**src/shared/trig_ctrl_pkg.sv**
```systemverilog
package trig_ctrl_pkg;

  // ==========================================================================
  // Register map (word addresses on the plain register port)
  // ==========================================================================
  localparam logic [3:0] ADDR_MODE     = 4'h0;  // bit0 one-shot, bit1 store
  localparam logic [3:0] ADDR_INTERVAL = 4'h1;  // trigger_interval_setting ms
  localparam logic [3:0] ADDR_DELAY    = 4'h2;  // trigger_delay_setting ms
  localparam logic [3:0] ADDR_SOURCE   = 4'h3;  // trigger_source_select
  localparam logic [3:0] ADDR_DEFAULTS = 4'h4;  // write: defaults action
  localparam logic [3:0] ADDR_SELFTEST = 4'h5;  // write bit0: start test
  localparam logic [3:0] ADDR_DEBUG    = 4'h6;  // bit0 enable, bits2:1 mux
  localparam logic [3:0] ADDR_STATUS   = 4'h7;  // read: block state
  localparam logic [3:0] ADDR_ERRCLR   = 4'h8;  // write 1 clears overrun flag

  // ==========================================================================
  // Field positions
  // ==========================================================================
  localparam int MODE_ONESHOT_BIT = 0;
  localparam int MODE_STORE_BIT   = 1;
  localparam int ST_OVERRUN_BIT   = 0;
  localparam int ST_BUSY_BIT      = 1;
  localparam int ST_ROMERR_BIT    = 2;
  localparam int ST_RAMERR_BIT    = 3;
  localparam int ST_TESTRUN_BIT   = 4;
  localparam int ST_MENUADV_BIT   = 5;
  localparam int ST_BUFEMPTY_BIT  = 6;

  // ==========================================================================
  // Enumerations
  // ==========================================================================
  typedef enum logic [2:0] {
    SRC_EXTERNAL = 3'h0,
    SRC_OPERATE  = 3'h1,
    SRC_BUS_X    = 3'h2,
    SRC_GET      = 3'h3,
    SRC_TALK     = 3'h4
  } trigger_source_select_t;

  typedef enum logic [1:0] {
    DEF_OK      = 2'h0,
    DEF_SAVE    = 2'h1,
    DEF_RECALL  = 2'h2,
    DEF_FACTORY = 2'h3
  } def_action_t;

  // ==========================================================================
  // Values and timing
  // ==========================================================================
  localparam int         MS_WIDTH          = 20;  // up to 999999 ms
  localparam logic [19:0] INTERVAL_MIN_MS  = 20'h0000a;  // 10 ms
  localparam logic [19:0] INTERVAL_MAX_MS  = 20'hf423f;  // 999999 ms
  localparam logic [19:0] INTERVAL_FLOOR_MS = 20'h00032; // 50 ms unstored
  localparam logic [19:0] DELAY_MAX_MS     = 20'hf423f;
  localparam logic [19:0] FACT_INTERVAL_MS = 20'h000af;  // 175 ms
  localparam logic [19:0] FACT_DELAY_MS    = 20'h00000;
  localparam logic        FACT_ONESHOT     = 1'b0;       // multiple
  localparam trigger_source_select_t   FACT_SOURCE      = SRC_EXTERNAL;
  localparam int          CLK_HZ           = 200000000;
  localparam int          TICK_US          = 1000;       // 1 ms tick
  localparam int          TICK_CYCLES      = CLK_HZ / 1000000 * TICK_US;
  localparam int          DISP_TEST_S      = 17;
  localparam int          MEM_TEST_S       = 5;
  localparam int          DISP_TEST_MS     = DISP_TEST_S * 1000;
  localparam int          MEM_TEST_MS      = MEM_TEST_S * 1000;
  localparam int          DIGITS           = 8;
  localparam int          ALL_SEG_MS       = 1000;  // all-segments phase

endpackage : trig_ctrl_pkg

```
**src/rtl/trig_ctrl.sv**
```systemverilog
`timescale 1ns/10ps
module trig_ctrl
  import trig_ctrl_pkg::*;
#(
  parameter int TICK_DIV = TICK_CYCLES,  // cycles per ms, shorten in sim
  parameter int DISP_MS  = DISP_TEST_MS,  // total, above ALL_SEG_MS
  parameter int MEM_MS   = MEM_TEST_MS
)(
  // Clock and reset
  input  wire logic        mclk,
  input  wire logic        rst_b,
  // Register port
  input  wire logic [3:0]  reg_addr,
  input  wire logic [31:0] reg_wdata,
  input  wire logic        reg_wr,
  input  wire logic        reg_rd,
  output logic      [31:0] reg_rdata,
  // Trigger inputs, one-cycle pulses or levels
  input  wire logic        ext_trig_b,      // falling edge is a trigger
  input  wire logic        src_operate,     // level: source in operate
  input  wire logic        bus_exec,        // pulse: bus execute
  input  wire logic        bus_get,         // pulse: group execute
  input  wire logic        bus_talk,        // pulse: talk addressed
  input  wire logic        key_trigger,     // pulse: front trigger key
  input  wire logic        key_any,         // pulse: any front key
  input  wire logic        remote,          // level: remote control
  // Measurement handshake
  output logic             conv_start,      // pulse: take a reading
  input  wire logic        conv_done,       // pulse: reading finished
  output logic             store_write,     // pulse: write to data store
  output logic             buffer_clear,    // pulse: empty reading buffer
  // Self-test and memory checks
  output logic [DIGITS-1:0] digit_all_on,   // level: digits lit
  input  wire logic        rom_ok,
  input  wire logic        ram_ok,
  // Debug multiplexer
  output logic             mux_lock,
  output logic [1:0]       mux_sel,
  // Status
  output logic             trigger_overrun_error,
  output logic             menu_advance     // pulse: next menu item
);

  // ==========================================================================
  // State
  // ==========================================================================
  typedef enum {S_BOOT, S_IDLE, S_DELAY, S_CONV, S_WAIT} seq_t;
  typedef enum {T_OFF, T_ALL, T_DIGIT, T_MEM, T_FAIL} test_t;

  typedef struct packed {
    logic [31:0]         tick_cnt;
    logic                tick;
    logic                oneshot;
    logic                store_on;
    logic [19:0]         interval;
    logic [19:0]         delay;
    trigger_source_select_t           source;
    logic                sv_oneshot;   // power-up store
    logic [19:0]         sv_interval;
    logic [19:0]         sv_delay;
    trigger_source_select_t           sv_source;
    seq_t                seq;
    logic [19:0]         ms_cnt;
    logic                overrun;
    logic                conv_start;
    logic                store_write;
    logic                buf_clear;
    logic                menu_adv;
    test_t               test;
    logic [31:0]         test_ms;
    logic [3:0]          digit;
    logic                rom_err;
    logic                ram_err;
    logic                dbg_en;
    logic [1:0]          dbg_sel;
    logic                ext_q;
    logic                op_q;
    logic [31:0]         rdata;
  } state_t;

  state_t cur_r;
  state_t nxt;
  logic        trig_evt;
  logic [19:0] eff_interval;
  // Trigger source merge; the front key works with any source unless remote is set
  always_comb
  begin
    unique case (cur_r.source)
      SRC_EXTERNAL: trig_evt = cur_r.ext_q & ~ext_trig_b;
      SRC_OPERATE:  trig_evt = src_operate & ~cur_r.op_q;
      SRC_BUS_X:    trig_evt = bus_exec;
      SRC_GET:      trig_evt = bus_get;
      SRC_TALK:     trig_evt = bus_talk;
      default:      trig_evt = 1'b0;
    endcase
    if (key_trigger && !remote)
      trig_evt = 1'b1;
    // Short intervals only while storing, else 50 ms floor
    if (!cur_r.store_on && cur_r.interval < INTERVAL_FLOOR_MS)
      eff_interval = INTERVAL_FLOOR_MS;
    else
      eff_interval = cur_r.interval;
  end

  // Next state of the whole block
  always_comb
  begin
    logic [19:0] wv;
    logic        tst_start;
    wv        = reg_wdata[19:0];
    tst_start = 1'b0;
    nxt       = cur_r;
    nxt.conv_start  = 1'b0;
    nxt.store_write = 1'b0;
    nxt.buf_clear   = 1'b0;
    nxt.menu_adv    = 1'b0;
    nxt.ext_q       = ext_trig_b;
    nxt.op_q        = src_operate;

    // Common millisecond timebase for delay and interval
    nxt.tick     = cur_r.tick_cnt >= 32'(TICK_DIV - 1);
    nxt.tick_cnt = nxt.tick ? '0 : cur_r.tick_cnt + 32'h1;

    // Register writes
    if (reg_wr)
    begin
      unique case (reg_addr)
        ADDR_MODE:
        begin
          nxt.oneshot  = reg_wdata[MODE_ONESHOT_BIT];
          nxt.store_on = reg_wdata[MODE_STORE_BIT];
        end
        ADDR_INTERVAL:
          if (!cur_r.oneshot && wv >= INTERVAL_MIN_MS
              && wv <= INTERVAL_MAX_MS)
            nxt.interval = wv;
        ADDR_DELAY:
          if (wv <= DELAY_MAX_MS)
            nxt.delay = wv;
        ADDR_SOURCE:
          if (reg_wdata[2:0] <= 3'h4)
            nxt.source = trigger_source_select_t'(reg_wdata[2:0]);
        ADDR_DEFAULTS:
        begin
          unique case (def_action_t'(reg_wdata[1:0]))
            DEF_OK: nxt.menu_adv = 1'b1;
            DEF_SAVE:
            begin
              nxt.sv_oneshot  = cur_r.oneshot;
              nxt.sv_interval = cur_r.interval;
              nxt.sv_delay    = cur_r.delay;
              nxt.sv_source   = cur_r.source;
              nxt.menu_adv    = 1'b1;
            end
            DEF_RECALL:
            begin
              nxt.oneshot   = cur_r.sv_oneshot;
              nxt.interval  = cur_r.sv_interval;
              nxt.delay     = cur_r.sv_delay;
              nxt.source    = cur_r.sv_source;
              nxt.buf_clear = 1'b1;
              nxt.seq       = S_IDLE;
            end
            DEF_FACTORY:
            begin
              nxt.oneshot     = FACT_ONESHOT;
              nxt.interval    = FACT_INTERVAL_MS;
              nxt.delay       = FACT_DELAY_MS;
              nxt.source      = FACT_SOURCE;
              nxt.sv_oneshot  = FACT_ONESHOT;
              nxt.sv_interval = FACT_INTERVAL_MS;
              nxt.sv_delay    = FACT_DELAY_MS;
              nxt.sv_source   = FACT_SOURCE;
              nxt.buf_clear   = 1'b1;
              nxt.seq         = S_IDLE;
            end
          endcase
        end
        ADDR_SELFTEST: tst_start = reg_wdata[0];
        ADDR_DEBUG:
        begin
          nxt.dbg_en  = reg_wdata[0];
          if (reg_wdata[2:1] <= 2'h2)
            nxt.dbg_sel = reg_wdata[2:1];
        end
        ADDR_ERRCLR: nxt.overrun = cur_r.overrun & ~reg_wdata[0];
        default: ;
      endcase
    end

    // Trigger sequencer; settings change aborts a running series
    unique case (cur_r.seq)
      S_BOOT:
      begin
        // Load power-up store before any trigger is accepted
        nxt.oneshot  = cur_r.sv_oneshot;
        nxt.interval = cur_r.sv_interval;
        nxt.delay    = cur_r.sv_delay;
        nxt.source   = cur_r.sv_source;
        nxt.seq      = S_IDLE;
      end
      S_IDLE:
        if (trig_evt)
        begin
          nxt.ms_cnt = '0;
          nxt.seq    = S_DELAY;
        end
      S_DELAY:
      begin
        if (trig_evt)
          nxt.overrun = 1'b1;
        if (cur_r.ms_cnt >= cur_r.delay)
        begin
          nxt.conv_start  = 1'b1;
          nxt.store_write = cur_r.store_on;
          nxt.ms_cnt      = '0;
          nxt.seq         = S_CONV;
        end
        else if (cur_r.tick)
          nxt.ms_cnt = cur_r.ms_cnt + 20'h1;
      end
      S_CONV:
      begin
        if (trig_evt)
          nxt.overrun = 1'b1;
        if (cur_r.tick)
          nxt.ms_cnt = cur_r.ms_cnt + 20'h1;
        if (conv_done)
          nxt.seq = cur_r.oneshot ? S_IDLE : S_WAIT;
      end
      S_WAIT:
      begin
        // Multiple mode paces readings from the previous start
        if (trig_evt)
          nxt.overrun = 1'b1;
        if (cur_r.oneshot)
          nxt.seq = S_IDLE;
        else if (cur_r.ms_cnt + 20'h1 >= eff_interval && cur_r.tick)
        begin
          nxt.conv_start  = 1'b1;
          nxt.store_write = cur_r.store_on;
          nxt.ms_cnt      = '0;
          nxt.seq         = S_CONV;
        end
        else if (cur_r.tick)
          nxt.ms_cnt = cur_r.ms_cnt + 20'h1;
      end
    endcase
    // Abort a series when the trigger setup is rewritten
    if (reg_wr && reg_addr <= ADDR_SOURCE && cur_r.seq != S_BOOT)
      nxt.seq = S_IDLE;

    // Self-test sequence
    unique case (cur_r.test)
      T_OFF:
        if (tst_start)
        begin
          nxt.test    = T_ALL;
          nxt.test_ms = '0;
          nxt.rom_err = 1'b0;
          nxt.ram_err = 1'b0;
        end
      T_ALL, T_DIGIT:
      begin
        if (cur_r.tick)
          nxt.test_ms = cur_r.test_ms + 32'h1;
        if (cur_r.test == T_ALL && cur_r.test_ms >= 32'(ALL_SEG_MS))
        begin
          nxt.test  = T_DIGIT;
          nxt.digit = '0;
        end
        else if (cur_r.test == T_DIGIT)
        begin
          if (cur_r.test_ms >= 32'(DISP_MS))
          begin
            nxt.test    = T_MEM;
            nxt.test_ms = '0;
          end
          else
            nxt.digit = 4'((cur_r.test_ms - 32'(ALL_SEG_MS)) * DIGITS
                           / 32'(DISP_MS - ALL_SEG_MS));
        end
      end
      T_MEM:
      begin
        if (cur_r.tick)
          nxt.test_ms = cur_r.test_ms + 32'h1;
        if (cur_r.test_ms >= 32'(MEM_MS))
        begin
          nxt.rom_err = ~rom_ok;
          nxt.ram_err = ~ram_ok;
          if (rom_ok && ram_ok)
          begin
            nxt.test     = T_OFF;
            nxt.menu_adv = 1'b1;
          end
          else
            nxt.test = T_FAIL;
        end
      end
      T_FAIL:
        if (key_any)
        begin
          nxt.test    = T_OFF;
          nxt.rom_err = 1'b0;
          nxt.ram_err = 1'b0;
        end
    endcase

    // Read data, valid in the cycle after the strobe
    nxt.rdata = '0;
    if (reg_rd)
    begin
      unique case (reg_addr)
        ADDR_MODE:     nxt.rdata = {30'h0, cur_r.store_on, cur_r.oneshot};
        ADDR_INTERVAL: nxt.rdata = {12'h0, cur_r.interval};
        ADDR_DELAY:    nxt.rdata = {12'h0, cur_r.delay};
        ADDR_SOURCE:   nxt.rdata = {29'h0, cur_r.source};
        ADDR_DEBUG:    nxt.rdata = {29'h0, cur_r.dbg_sel, cur_r.dbg_en};
        ADDR_STATUS:
        begin
          nxt.rdata[ST_OVERRUN_BIT]  = cur_r.overrun;
          nxt.rdata[ST_BUSY_BIT]     = (cur_r.seq != S_IDLE);
          nxt.rdata[ST_ROMERR_BIT]   = cur_r.rom_err;
          nxt.rdata[ST_RAMERR_BIT]   = cur_r.ram_err;
          nxt.rdata[ST_TESTRUN_BIT]  = (cur_r.test != T_OFF);
          nxt.rdata[ST_MENUADV_BIT]  = cur_r.menu_adv;
          nxt.rdata[ST_BUFEMPTY_BIT] = cur_r.buf_clear;
        end
        default:       nxt.rdata = '0;
      endcase
    end
  end

  // Register the whole state; reset lands in boot to load the store
  always_ff @(posedge mclk)
  begin
    if (!rst_b)
    begin
      cur_r             <= '0;
      cur_r.seq         <= S_BOOT;
      cur_r.sv_oneshot  <= FACT_ONESHOT;
      cur_r.sv_interval <= FACT_INTERVAL_MS;
      cur_r.sv_delay    <= FACT_DELAY_MS;
      cur_r.sv_source   <= FACT_SOURCE;
      cur_r.ext_q       <= 1'b1;
    end
    else
      cur_r <= nxt;
  end

  // Outputs straight from the state
  assign reg_rdata             = cur_r.rdata;
  assign conv_start            = cur_r.conv_start;
  assign store_write           = cur_r.store_write;
  assign buffer_clear          = cur_r.buf_clear;
  assign trigger_overrun_error = cur_r.overrun;
  assign menu_advance          = cur_r.menu_adv;
  assign mux_lock              = cur_r.dbg_en;
  assign mux_sel               = cur_r.dbg_sel;

  // All digits lit first, then one at a time
  always_comb
  begin
    digit_all_on = '0;
    if (cur_r.test == T_ALL)
      digit_all_on = '1;
    else if (cur_r.test == T_DIGIT)
      digit_all_on[cur_r.digit[2:0]] = 1'b1;
  end

endmodule : trig_ctrl

```
**config.mk**
```make
export PLATFORM = sky130hd
export DESIGN_NAME = trig_ctrl
export DESIGN_NICKNAME = d
export VERILOG_FILES = /design/src/shared/trig_ctrl_pkg.sv /design/src/rtl/trig_ctrl.sv
export SDC_FILE = /design/constraint.sdc
export NUM_CORES = 1
export LEC_CHECK = 0
export ABC_AREA = 1
export ABC_CLOCK_PERIOD_IN_PS = 9500
export BUFFER_PORTS_ARGS = -buffer_cell sky130_fd_sc_hd__buf_4
export CORE_MARGIN = 2
export CORE_UTILIZATION = 45
export DETAILED_ROUTE_END_ITERATION = 8
export HOLD_SLACK_MARGIN = 0.15
export PLACE_DENSITY = 0.62
export REMOVE_ABC_BUFFERS = 1
export SLEW_MARGIN = 40
export SYNTH_ARGS = -nofsm -noshare
export SYNTH_HDL_FRONTEND = slang
export SYNTH_SLANG_ARGS = --single-unit
export TNS_END_PERCENT = 10
```
**constraint.sdc**
```tcl
create_clock -name mclk -period 9.5 [get_ports mclk]
set_input_delay 1.425 -clock mclk [delete_from_list [all_inputs] [get_ports mclk]]
set_output_delay 1.425 -clock mclk [all_outputs]
set_load 0.05 [all_outputs]
```
==> flow_metrics.tcl <==
set metrics [dict create \
    detail_route.wl_per_cell_um 13.9 \
    tritoncts "built" \
    first_global_vias 18363 \
    setup_tns_ns -4.47 \
    worstMarginPinSlew_ns 0.880 \
    synth_warnings 0 \
    die_width_um 203 \
    start_util_pct 45.3 \
    grt_antenna_before_repair 0 \
    drtIter0Drc 1051 \
    critPathBufInv 17 \
    cp.required_ns 9.88 \
    via_count 19049 \
    grt_util_all_layers_pct 23.9 \
    drcViolationCount 0 \
    synth-seq-cells 244 \
    slew-limit-headroom_pct 41.2 \
    asyncSetResetFlopFracSynth_pct 0 \
    min-delay-path-class "flip-flop to flip-flop" \
    status "complete, but fails checks" \
    multi_input_area_um2 11900 \
    synth_area_per_cell_um2 6.56 \
    timing.final.crit_period_ns 11.25 \
    grt_start_max_net_pins 103 \
    placeableCoreArea_um2 39500 \
    post_synth_inst_count 2729 \
    n_antenna_cell 0 \
    report.final.hold_viol_count 0 \
    path_class "flip-flop to flip-flop" \
    num-fill-cells 3642 \
    unrepaired_setup_endpoints_after_global_routing "true" \
    layout_setup_ws_ns -1.75 \
    ir_drop_uv 114 \
    cap_viol_max_count 0 \
    dominant_cell_type_by_area_after_synthesis "sky130_fd_sc_hd__dfxtp_1" \
    setup_viol 3 \
    crit_arrival_ns 11.63 \
    detailedPlace.worstSlack_ns -1.85 \
    worst-path-max-fanout 8 \
    critical_path_most_common_cell "sky130_fd_sc_hd__nand2_2" \
    start_kind "flip-flop" \
    clk_root_buffer_cell "sky130_fd_sc_hd__clkbuf_16" \
    fp.dieArea_um2 41400 \
    number_of_pins_exceeding_their_max_slew_limit_in_the_final_report 0 \
    synth_top_cell_area_share_pct 27.3 \
    regArea_um2 4890 \
    cts-buffers-inserted 26 \
    grt_overflow 0 \
    cts.reportedPaths.clkPinSlew_ns 0.07 \
    mappedNetlistArea_um2 17900 \
    syn2layout_area_growth_pct 29.3 \
    power.static_leakage_nw 10.7 \
    power.density_cell_area_nw_per_um2 99.5 \
    viasPerCell 5.19 \
    dieHeight_um 203 \
    synth_cell_types 69 \
    ys_seq_area_share_pct 27.3 \
    cts_max_level 1 \
    ant_nets 0 \
    critical_path.max_stage_delay_ns 0.32 \
    synth_top_cells_by_count "596 x sky130_fd_sc_hd__nand2_1, 363 x sky130_fd_sc_hd__inv_1, 244 x sky130_fd_sc_hd__dfxtp_1" \
    final_nets 3226 \
    synth_top_cells_by_area "sky130_fd_sc_hd__dfxtp_1 27%, sky130_fd_sc_hd__nand2_1 12%, sky130_fd_sc_hd__inv_1 7.6%" \
    grt_pass1_wl_um 84000 \
    buffer_ports.inserted 74 \
    core.rowCount 73 \
    finalWeightedCongestion 0.875 \
    endpoint_kind "flip-flop" \
    dp.final_hpwl_um 37500 \
    synthMostInstantiatedCell "sky130_fd_sc_hd__nand2_1" \
    clk_path_buf_depth 3 \
    clkSinkCount 244 \
    totalWireLength_um 51100 \
    synth-main-ff-cell "sky130_fd_sc_hd__dfxtp_1" \
    io-pin-count 99 \
    min_period_over_period_pct 118 \
    cpMaxStageDelayCell "sky130_fd_sc_hd__dfxtp_2" \
    timing.clock.skew_ns 0.0151 \
    layout-drive-gt1-share_pct 28.5 \
    clock_insertion_delay_worst_skew_ns 0.55 \
    critPathTopFamily "simple AND/OR/NAND/NOR gates" \
    synth_edf_count 0 \
    drt_pre_antenna_iters 7 \
    fmax_achieved_ghz 0.0889 \
    failed_checks "negative setup slack" \
]
layout by cell type (no fill, tap or decap), types with 8 or more instances in the layout:
cell	count
sky130_fd_sc_hd__xor2_1	57
sky130_fd_sc_hd__a21oi_1	137
sky130_fd_sc_hd__nand3_1	155
sky130_fd_sc_hd__inv_1	357
sky130_fd_sc_hd__nor3_1	53
sky130_fd_sc_hd__inv_2	54
sky130_fd_sc_hd__nand4_1	60
sky130_fd_sc_hd__nand2_2	86
sky130_fd_sc_hd__a211oi_1	38
sky130_fd_sc_hd__o21ai_1	15
sky130_fd_sc_hd__buf_4	422
sky130_fd_sc_hd__nand3_2	56
sky130_fd_sc_hd__or2_2	17
sky130_fd_sc_hd__o221ai_1	14
sky130_fd_sc_hd__o41ai_1	9
sky130_fd_sc_hd__o211ai_1	28
sky130_fd_sc_hd__dfxtp_1	242
sky130_fd_sc_hd__conb_1	55
sky130_fd_sc_hd__nor2_1	209
sky130_fd_sc_hd__nor2_2	37
sky130_fd_sc_hd__clkinv_1	8
sky130_fd_sc_hd__nor2_4	33
sky130_fd_sc_hd__o21ai_2	20
sky130_fd_sc_hd__ha_1	47
sky130_fd_sc_hd__a311oi_1	35
sky130_fd_sc_hd__nand3_4	19
sky130_fd_sc_hd__nand2_1	547
sky130_fd_sc_hd__clkbuf_16	27
sky130_fd_sc_hd__o21ai_0	83
sky130_fd_sc_hd__nor4_1	24
sky130_fd_sc_hd__nand2_4	66
report_power, final:
| group | internal, W | total (W) | leakage, nW | switching (W) |
|---|---|---|---|---|
| clock | 0.000604 | 0.00104 | 0.413 | 0.000438 |
| combinational | 0.0000604 | 0.000205 | 8.29 | 0.000145 |
| sequential | 0.00104 | 0.00106 | 1.99 | 0.0000137 |
per-stage QoR:
step	cells	hold slack, ns	utilization [%]	power [W]	cell area [µm²]
after floorplan	2674	0.418	-	0.00121	17500
after global placement	3589	0.429	53.5	0.00128	21100
after detailed placement	3589	0.439	53.5	0.00128	21200
after CTS	3659	0.455	57.1	0.00233	22600
after global routing	3670	0.466	58.6	0.00239	23200
final	3670	0.453	58.6	0.00231	23200
layout make-up:
class	count	area share [%]
Clock buffer	30	2.97
Tap cell	525	2.84
Clock inverter	16	0.799
Multi-Input combinational cell	2001	51.4
Sequential cell	244	21.1
Inverter	430	7.13
Timing Repair Buffer	424	13.8
path summary, 6_finish.rpt:
path	startpoint	slack, ns	depth (start not counted)	end
min reg2reg	cur_r[254]$_SDFF_PP0_	0.45	1	cur_r[254]$_SDFF_PP0_
min	cur_r[254]$_SDFF_PP0_	0.45	1	cur_r[254]$_SDFF_PP0_
max	cur_r[46]$_SDFFE_PN0P_	-1.75	114	cur_r[39]$_SDFFE_PN0P_
max reg2reg	cur_r[46]$_SDFFE_PN0P_	-1.75	114	cur_r[39]$_SDFFE_PN0P_
registers in the layout (all words and copies together) (netlist names):
| signal | count |
|---|---|
| cur_r | 216 |
| reg_rdata | 20 |
| mux_sel | 2 |
| buffer_clear | 1 |
| conv_start | 1 |
| menu_advance | 1 |
| mux_lock | 1 |
| store_write | 1 |
| trigger_overrun_error | 1 |
kinds of logic after synthesis:
family | synth area share [%]
xor+xnor | 3.23
buf+inv | 12.3
fa+ha+maj | 3.35
flops | 27.3
simple gates | 38.5
other cells | 0.0209
compound gates | 15.4
what timing repair did:
| action | 4_1_cts | 5_1_grt |
|---|---|---|
| hold buffers | 0 | 0 |
| setup endpoints to repair | 3 | 3 |
| gates cloned | 1 | 0 |
| pin swaps | 59 | 102 |
| resized for setup | 100 | 117 |
| buffers inserted | 23 | 11 |
routing by layer:
metal / vias up / share of wire, % / track usage (%)
met5: - / 0 / 0
met4: 0 / 3.2 / 8.60
met3: 105 / 4.0 / 1.90
met2: 459 / 50 / 44.3
met1: 8784 / 43 / 28.7
li1: 9701 / - / -
Note: power is estimated with default switching activity, not from simulation.
